$ cat src/design/input_pin_defines.vh
// Register map, field positions, reset values for the input-only port pin
`ifndef INPUT_PIN_DEFINES_VH
`define INPUT_PIN_DEFINES_VH
`define OFS_LEVEL 8'h00
`define OFS_DIR 8'h04
`define OFS_PULLUP 8'h08
`define OFS_THRESH 8'h0C
`define OFS_CONFIG 8'h10
`define PIN_BIT 3
`define CFG_GLOBAL_PU_BIT 0
`define CFG_MASTER_CLEAR_INPUT_EN_BIT 1
`define RST_PULLUP 1'b1
`define RST_THRESH 1'b1
`define RST_GLOBAL_PU 1'b0
`define RST_MASTER_CLEAR_INPUT_EN 1'b1
`define RST_PIN_IDLE 1'b1
`define RESP_OKAY 2'b00
`define RESP_SLVERR 2'b10
`endif

$ cat src/design/input_only_port_pin.v
// Input-only port pin with master-clear function and AXI4-Lite registers
// What this block does
// - The pin is input only, with no output driver and no output priority selection.
// - The pin acts as master-clear reset input unless the configuration fuse disables it.
// - The direction bit is unimplemented, always reads one and ignores writes.
// - Bit 3 of the level register returns the synchronised pin level; every reset loads the synchroniser with one.
// - Bits 7-4 and 2-0 of level, pull-up and threshold registers read zero.
// - Threshold bit selects Schmitt when one, TTL when zero, resets to one, feeds reads and change detect.
// - Pull-up bit enables the weak pull-up when one, is read/write and resets to one.
// - Individual pull-up acts only while the global pull-up disable bit is clear.
`include "input_pin_defines.vh"
module input_only_port_pin (
  input wire CLK,
  input wire NRST,
  input wire PIN_ST,
  input wire PIN_TTL,
  input wire MASTER_CLEAR_INPUT_FUSE_EN,
  output reg PULLUP_ON,
  output reg MASTER_CLEAR_REQ,
  output reg PIN_LEVEL,
  output reg PIN_CHANGE,
  input wire [7:0] S_AXI_AWADDR,
  input wire S_AXI_AWVALID,
  output reg S_AXI_AWREADY,
  input wire [31:0] S_AXI_WDATA,
  input wire [3:0] S_AXI_WSTRB,
  input wire S_AXI_WVALID,
  output reg S_AXI_WREADY,
  output reg [1:0] S_AXI_BRESP,
  output reg S_AXI_BVALID,
  input wire S_AXI_BREADY,
  input wire [7:0] S_AXI_ARADDR,
  input wire S_AXI_ARVALID,
  output reg S_AXI_ARREADY,
  output reg [31:0] S_AXI_RDATA,
  output reg [1:0] S_AXI_RRESP,
  output reg S_AXI_RVALID,
  input wire S_AXI_RREADY
);
  reg pin_pullup_bit_q;
  reg pin_threshold_bit_q;
  reg global_pullup_disable_q;
  reg aw_have_q;
  reg w_have_q;
  reg [7:0] aw_addr_q;
  reg [31:0] w_data_q;
  reg w_lane0_q;
  reg level_prev_q;
  wire input_pin_level;
  wire do_write;
  wire wr_pullup;
  wire wr_thresh;
  wire wr_config;
  reg [7:0] rd_byte;
  wire rd_hit;

  // Register value placed at the pin bit, other bits zero
  function [7:0] pin_field;
    input b;
    begin
      pin_field = 8'h00;
      pin_field[`PIN_BIT] = b;
    end
  endfunction

  function is_mapped;
    input [7:0] a;
    begin
      is_mapped = (a == `OFS_LEVEL) || (a == `OFS_DIR) || (a == `OFS_PULLUP) ||
                  (a == `OFS_THRESH) || (a == `OFS_CONFIG);
    end
  endfunction

  pin_input_stage u_stage (
    .clk(CLK),
    .nrst(NRST),
    .pin_st(PIN_ST),
    .pin_ttl(PIN_TTL),
    .thresh_sel(pin_threshold_bit_q),
    .level(input_pin_level)
  );

  assign do_write = aw_have_q && w_have_q && !S_AXI_BVALID;

  // Byte lane 0 carries every implemented bit
  assign wr_pullup = do_write && w_lane0_q && (aw_addr_q == `OFS_PULLUP);
  assign wr_thresh = do_write && w_lane0_q && (aw_addr_q == `OFS_THRESH);
  assign wr_config = do_write && w_lane0_q && (aw_addr_q == `OFS_CONFIG);

  // Write address, held until the response is taken
  always @(posedge CLK or negedge NRST) begin
    if (!NRST) begin
      aw_have_q <= 1'b0;
      aw_addr_q <= 8'h00;
      S_AXI_AWREADY <= 1'b1;
    end else begin
      if (S_AXI_AWVALID && S_AXI_AWREADY) begin
        aw_have_q <= 1'b1;
        aw_addr_q <= S_AXI_AWADDR;
        S_AXI_AWREADY <= 1'b0;
      end
      if (do_write) begin
        aw_have_q <= 1'b0;
      end
      if (S_AXI_BVALID && S_AXI_BREADY) begin
        S_AXI_AWREADY <= 1'b1;
      end
    end
  end

  // Write data, taken before or after the address
  always @(posedge CLK or negedge NRST) begin
    if (!NRST) begin
      w_have_q <= 1'b0;
      w_data_q <= 32'h0000_0000;
      w_lane0_q <= 1'b0;
      S_AXI_WREADY <= 1'b1;
    end else begin
      if (S_AXI_WVALID && S_AXI_WREADY) begin
        w_have_q <= 1'b1;
        w_data_q <= S_AXI_WDATA;
        w_lane0_q <= S_AXI_WSTRB[0];
        S_AXI_WREADY <= 1'b0;
      end
      if (do_write) begin
        w_have_q <= 1'b0;
      end
      if (S_AXI_BVALID && S_AXI_BREADY) begin
        S_AXI_WREADY <= 1'b1;
      end
    end
  end

  // Write response once both halves are in
  always @(posedge CLK or negedge NRST) begin
    if (!NRST) begin
      S_AXI_BVALID <= 1'b0;
      S_AXI_BRESP <= `RESP_OKAY;
    end else if (do_write) begin
      S_AXI_BVALID <= 1'b1;
      S_AXI_BRESP <= is_mapped(aw_addr_q) ? `RESP_OKAY : `RESP_SLVERR;
    end else if (S_AXI_BVALID && S_AXI_BREADY) begin
      S_AXI_BVALID <= 1'b0;
    end
  end

  // Writable control bits; direction and level registers ignore writes
  always @(posedge CLK or negedge NRST) begin
    if (!NRST) begin
      pin_pullup_bit_q <= `RST_PULLUP;
      pin_threshold_bit_q <= `RST_THRESH;
      global_pullup_disable_q <= `RST_GLOBAL_PU;
    end else begin
      if (wr_pullup) begin
        pin_pullup_bit_q <= w_data_q[`PIN_BIT];
      end
      if (wr_thresh) begin
        pin_threshold_bit_q <= w_data_q[`PIN_BIT];
      end
      if (wr_config) begin
        global_pullup_disable_q <= w_data_q[`CFG_GLOBAL_PU_BIT];
      end
    end
  end

  // level bit; direction reads one; config bits 1-0 return fuse and global pull-up disable; other bits zero
  always @* begin
    case (S_AXI_ARADDR)
      `OFS_LEVEL: rd_byte = pin_field(input_pin_level);
      `OFS_DIR: rd_byte = pin_field(1'b1);
      `OFS_PULLUP: rd_byte = pin_field(pin_pullup_bit_q);
      `OFS_THRESH: rd_byte = pin_field(pin_threshold_bit_q);
      `OFS_CONFIG: rd_byte = {6'b00_0000, MASTER_CLEAR_INPUT_FUSE_EN, global_pullup_disable_q};
      default: rd_byte = 8'h00;
    endcase
  end
  assign rd_hit = is_mapped(S_AXI_ARADDR);

  always @(posedge CLK or negedge NRST) begin
    if (!NRST) begin
      S_AXI_ARREADY <= 1'b1;
      S_AXI_RVALID <= 1'b0;
      S_AXI_RDATA <= 32'h0000_0000;
      S_AXI_RRESP <= `RESP_OKAY;
    end else if (S_AXI_ARVALID && S_AXI_ARREADY) begin
      S_AXI_ARREADY <= 1'b0;
      S_AXI_RVALID <= 1'b1;
      S_AXI_RDATA <= {24'h00_0000, rd_byte};
      S_AXI_RRESP <= rd_hit ? `RESP_OKAY : `RESP_SLVERR;
    end else if (S_AXI_RVALID && S_AXI_RREADY) begin
      S_AXI_RVALID <= 1'b0;
      S_AXI_ARREADY <= 1'b1;
    end
  end

  // no output driver; only the pull-up faces the pad
  always @(posedge CLK or negedge NRST) begin
    if (!NRST) begin
      PULLUP_ON <= 1'b0;
      MASTER_CLEAR_REQ <= 1'b0;
    end else begin
      PULLUP_ON <= pin_pullup_bit_q && !global_pullup_disable_q;
      MASTER_CLEAR_REQ <= MASTER_CLEAR_INPUT_FUSE_EN && !input_pin_level;
    end
  end

  // Level and change pulse; idle-high reset avoids a false edge
  always @(posedge CLK or negedge NRST) begin
    if (!NRST) begin
      PIN_LEVEL <= `RST_PIN_IDLE;
      PIN_CHANGE <= 1'b0;
      level_prev_q <= `RST_PIN_IDLE;
    end else begin
      PIN_LEVEL <= input_pin_level;
      level_prev_q <= input_pin_level;
      PIN_CHANGE <= input_pin_level ^ level_prev_q;
    end
  end
endmodule

$ cat src/design/pin_input_stage.v
// Input threshold select and two-flop synchroniser for the pin
`include "input_pin_defines.vh"
module pin_input_stage (
  input wire clk,
  input wire nrst,
  input wire pin_st,
  input wire pin_ttl,
  input wire thresh_sel,
  output wire level
);
  reg meta_q;
  reg sync_q;
  wire chosen;
  assign chosen = thresh_sel ? pin_st : pin_ttl;
  always @(posedge clk or negedge nrst) begin
    if (!nrst) begin
      // Pin idles high with the pull-up on: no false low after reset
      meta_q <= `RST_PIN_IDLE;
      sync_q <= `RST_PIN_IDLE;
    end else begin
      meta_q <= chosen;
      sync_q <= meta_q;
    end
  end
  assign level = sync_q;
endmodule

$ cat config.mk
export PLATFORM = sky130hd
export DESIGN_NAME = input_only_port_pin
export DESIGN_NICKNAME = d
export VERILOG_FILES = /design/src/design/input_only_port_pin.v /design/src/design/pin_input_stage.v
export VERILOG_INCLUDE_DIRS = /design/src /design/src/design
export SDC_FILE = /design/constraint.sdc
export NUM_CORES = 1
export LEC_CHECK = 0
export BUFFER_PORTS_ARGS = -buffer_cell sky130_fd_sc_hd__buf_4
export CELL_PAD_IN_SITES_DETAIL_PLACEMENT = 0
export CELL_PAD_IN_SITES_GLOBAL_PLACEMENT = 1
export CORE_ASPECT_RATIO = 1.5
export CORE_MARGIN = 2
export CORE_UTILIZATION = 29
export DETAILED_ROUTE_END_ITERATION = 12
export PLACE_DENSITY = 0.9
export SLEW_MARGIN = 20
export SYNTH_ARGS = -nofsm -noshare
export SYNTH_HDL_FRONTEND = slang
export SYNTH_SLANG_ARGS = --single-unit
$ cat constraint.sdc
create_clock -name CLK -period 1.85 [get_ports CLK]
set_input_delay 0.185 -clock CLK [delete_from_list [all_inputs] [get_ports CLK]]
set_output_delay 0.185 -clock CLK [all_outputs]
set_load 0.005 [all_outputs]
# Word level (Yosys, flattened, before mapping)
# Index checks and enable logic that the tools add are counted.
# W data, S select, Z words.
# op_classes
n_eq_ne	8
mux	18
n_bitwise	1
n_reduce_logical	32
# op_table
operator	n
$eq A8 B4 Y1 const B	4
$pmux W4 S5	1
$eq A8 B3 Y1 const B	2
$eq A8 B5 Y1 const B	2
$logic_not A8 Y1	2
$mux W1	15
$logic_and A1 B1 Y1	13
$reduce_bool A2 Y1	6
$logic_or A1 B1 Y1	8
$mux W2	2
$logic_not A1 Y1	3
$xor A1 B1 Y1	1
# totals
register_bits	41
inputBits	62
out_inout_bits	45
wordCells	81

# Depth between registers and ports, before layout
# logic_depth
ltp_word	6
depth_mapped	3
ltp_nobuf	3

# Hierarchy
# A second synthesis with hierarchy kept.
# unflattened
hier_cells	133
area_unflattened_um2	1530.2
# by_module_without_submodules
mod	instances	cells_per_inst	area_each_um2	seq_area_each_um2
input_only_port_pin	1	130	1462.7	758.2
pin_input_stage	1	3	67.6	52.6

# Worst setup path before layout
# No wires, ideal clock.
# synth_timing
kind	register to register
startpoint	register aw_addr_q[0]
endpoint	register global_pullup_disable_q
setup_ns	0.128
arrival_ns	1.478
t_required_ns	1.722
setup_slack_ns	0.245
path_stages_with_launch	4
path_buffers	0
synth_period_minus_slack_ns	1.605
cell_sequence	dfrtp_1 -> or4_4 -> nor4_1 -> mux2_1
# synth_via
elab_chain_cells	2
# synth_lines
element	line_no	rtl
start: declaration	input_only_port_pin.v:45	reg [7:0] aw_addr_q;
start signal: assignment	input_only_port_pin.v:94	aw_addr_q <= 8'h00;
start signal: assignment	input_only_port_pin.v:99	aw_addr_q <= S_AXI_AWADDR;
$eq A8 B5 Y1 (no line)	--	
$logic_and A1 B1 Y1	input_only_port_pin.v:88	assign wr_config = do_write && w_lane0_q && (aw_addr_q == `OFS_CONFIG);
end signal: assignment	input_only_port_pin.v:152	global_pullup_disable_q <= `RST_GLOBAL_PU;
end signal: assignment	input_only_port_pin.v:161	global_pullup_disable_q <= w_data_q[`CFG_GLOBAL_PU_BIT];
end: declaration	input_only_port_pin.v:42	reg global_pullup_disable_q;
# No other way between the ends.
# A chain may end at the register's enable or synchronous reset.

# Worst setup path in the final report
# layout_timing
startpoint	register aw_addr_q[0]
endpoint	register pin_threshold_bit_q
# layout_via
elab_chain_cells	2
# layout_lines
element	line_no	rtl
$eq A8 B4 Y1 (no line)	--	
$logic_and A1 B1 Y1	input_only_port_pin.v:87	assign wr_thresh = do_write && w_lane0_q && (aw_addr_q == `OFS_THRESH);
end signal: assignment	input_only_port_pin.v:151	pin_threshold_bit_q <= `RST_THRESH;
end signal: assignment	input_only_port_pin.v:158	pin_threshold_bit_q <= w_data_q[`PIN_BIT];
end: declaration	input_only_port_pin.v:41	reg pin_threshold_bit_q;
# No other way between the ends.

==> out/qor.csv <==
stage;metric;value;unit
run_status;outcome;complete, no violations;
synth;synth-simple-area-share;11.50;%
critical_path;critPathRequiredTime;2.05;ns
synth;yosysSeqAreaShare;53.25;%
floorplan;core;5085;µm²
floorplan;initial_core_util;29.95;%
grt;grtUsageTotal;9.887;%
synth;yosys_warnings;0;
cells_and_area;nets;240;
power;powerDensity;1108;nW/µm²
critical_path;timing.critical_path.from;aw_addr_q[0];
min_path;min-delay-start;S_AXI_WVALID;
critical_path;timing.rr.start;aw_addr_q[0];
cells_and_area;final_common_cell;buf_4;
sta;drv_slew;0;
floorplan;die-height;92.75;µm
critical_path;cp_slowest_stage_delay;0.57;ns
cells_and_area;largest-register;aw_addr_q;
floorplan;dieArea;5858;µm²
critical_path;end_kind;register;
clock_network;clkSinkCount;32;
synth;synth_compound_area_share;5.752;%
synth;synthDistinctLibCells;28;
routing;via_count;1015;
sta;fmax;0.5995;GHz
routing;drtPass1Iterations;4;
critical_path;r2r_setup_slack;0.18;ns
placement;dp_hpwl;2.074;mm
clock_network;clkTransAtPathRegs;0.06;ns
grt;grt_pass1_wl;4.436;mm
critical_path;arrival;1.87;ns
synth;syn_avg_cell_area;11.80;µm²
synth;synth.area.top_cells;dfrtp_1 39%, buf_4 15%, dfstp_2 14%, mux2_2 8.9%, mux2_1 2.2%;
sta;setup_tns;0;ns
critical_path;ff2ff_path_depth;3;
critical_path;crit_family;simple AND/OR/NAND/NOR gates;
power;peakVddDrop;0.6024;mV
placement;gp_congestion;0.7266;
cells_and_area;fill_cells;517;
synth;synthesis.instances;129;
clock_network;clk_latency;0.28;ns
synth;synth-main-ff-cell;dfrtp_1;
cells_and_area;drive_gt1_share;39.66;%
critical_path;rr_endpoint;pin_threshold_bit_q;
job;cap_violations;0;
grt;grt_pass1_vias;962;
synth;yosys.area.top_type;dfrtp_1;
floorplan;row_count;32;
synth;synth_top_area_share;39.44;%
synth;ys_seq_elements;32;
routing;ant_nets;0;
sta;rsz0062_at_grt;no;
grt;gr-total-overflow;0;
routing;drtIter0Drc;27;
cells_and_area;diodes;0;
synth;synth-xor-area-share;0.5752;%
clock_network;cts_root_buf;clkbuf_8;
power;leakagePower;0.0009092;µW
sta;final-setup-viol-count;0;
critical_path;cp_cell_sequence;or4_4 -> nor4_1 -> mux2_1;
cells_and_area;regArea;810.8;µm²
clock_network;cts_tree;built;
cells_and_area;area_growth;24.81;%
clock_network;cts_htree_levels;2;
sta;fin_worst_skew;0.003518;ns
sta;hold_viol;0;
synth;synth_enable_flop_cells;0;
synth;async_reset_ff_share;100.0;%
min_path;holdPathEnd;S_AXI_WREADY;
clock_network;post-cts-setup-buffer-count;0;
grt;grt_max_degree;33;
cells_and_area;fin_area;1901;µm²
synth;synthMuxAreaShare;12.41;%
min_path;whs_path_depth;2;
routing;viasPerCell;4.109;
grt;antenna_found_initial;0;
cells_and_area;layout_common_cells;42 x buf_4, 31 x conb_1, 24 x dfrtp_1;
placement;placed_area;1803;µm²
critical_path;slowest_stage;or4_4;
clock_network;cts_buffers;5;
sta;finalCriticalPeriod;1.668;ns
synth;synth_top_family_by_area;buffers and inverters;
routing;wl_per_cell;10.68;µm
floorplan;num_io_pins;107;
critical_path;cp-start-kind;register;
critical_path;crit_type;register to register;
routing;drc_errors;0;
cells_and_area;largest_register_ffs;8;
cells_and_area;multiInputGateArea;583.1;µm²
synth;syn_area;1523;µm²
min_path;hp-class;input pin to register;
placement;port_buffers;42;
routing;wl;2.637;mm
cells_and_area;reg_top3;aw_addr_q x8, S_AXI_RDATA x3, w_data_q x2;
floorplan;die_x;63.17;µm
clock_network;cts_max_path_buffers;2;
critical_path;crit_buf_inv;0;
critical_path;worstPathMaxFanout;4;
sta;period_share;90.17;%
synth;synthAdderAreaFrac;0;%
cells in the mapped netlist (2+ instances only):
cell	n
buf_4	31
dfrtp_1	24
mux2_2	12
dfstp_2	8
nand2_1	6
o21ai_0	6
nor2_1	5
inv_1	4
a21oi_1	3
mux2_1	3
nor3_1	3
nor4_1	3
a22o_1	2
and3_1	2
mux2i_1	2
nor2b_1	2
or4bb_1	2
how the worst max path moves through the flow:
stage,end,slack (ns),cells past startpoint
after CTS,global_pullup_disable_q,0.09,3
after floorplan,global_pullup_disable_q,0.24,3
after global routing,pin_pullup_bit_q,0.08,3
after detailed placement,global_pullup_disable_q,0.11,3
final,pin_threshold_bit_q,0.18,3
after global placement,global_pullup_disable_q,0.13,3
stage by stage:
step	util [%]	power (µW)	setup WS, ns	hold WS, ns	instances
detailed placement	35.46	1621	0.1135	0.1426	238
floorplan	-	1426	0.2449	-0.1106	159
global placement	35.46	1593	0.1308	0.1422	238
CTS	37.25	2130	0.09464	0.06743	247
global route	37.38	2265	0.08395	0.06205	247
finish	37.38	2105	0.1819	0.07352	247
cell families after synthesis:
logic type	count (synthesis)
buffers and inverters	35
AO/OA/AOI/OAI	14
AND/OR/NAND/NOR	29
multiplexers	17
other	1
flip-flops	32
XOR/XNOR	1
where the power goes:
part	switching, µW	total, µW	internal, µW
sequential	171	1110	937
clock	237	501	263
combinational	190	496	306
cell type report:
type,instances,area share (%)
timing repair buffer,43,17.12
inverter,4,0.7900
clock buffer,7,4.016
clock inverter,1,0.2633
sequential,32,42.66
tap,68,4.477
multi-input combinational,92,30.68
metal layers:
layer  track usage (%)  wire length [µm]  vias up
met5                 0                 0        -
met4             3.889                31        0
met3             4.982               268        4
met2             16.22              1286       55
met1             10.78              1050      471
li1                  -                 -      485
repair_timing:
action                                  CTS  global route
gates resized for setup                   0             1
hold buffers                              1             0
endpoints found under the hold margin    24             0
endpoints found under the setup margin    0             1
No activity file was read; power rests on OpenSTA's default activity.
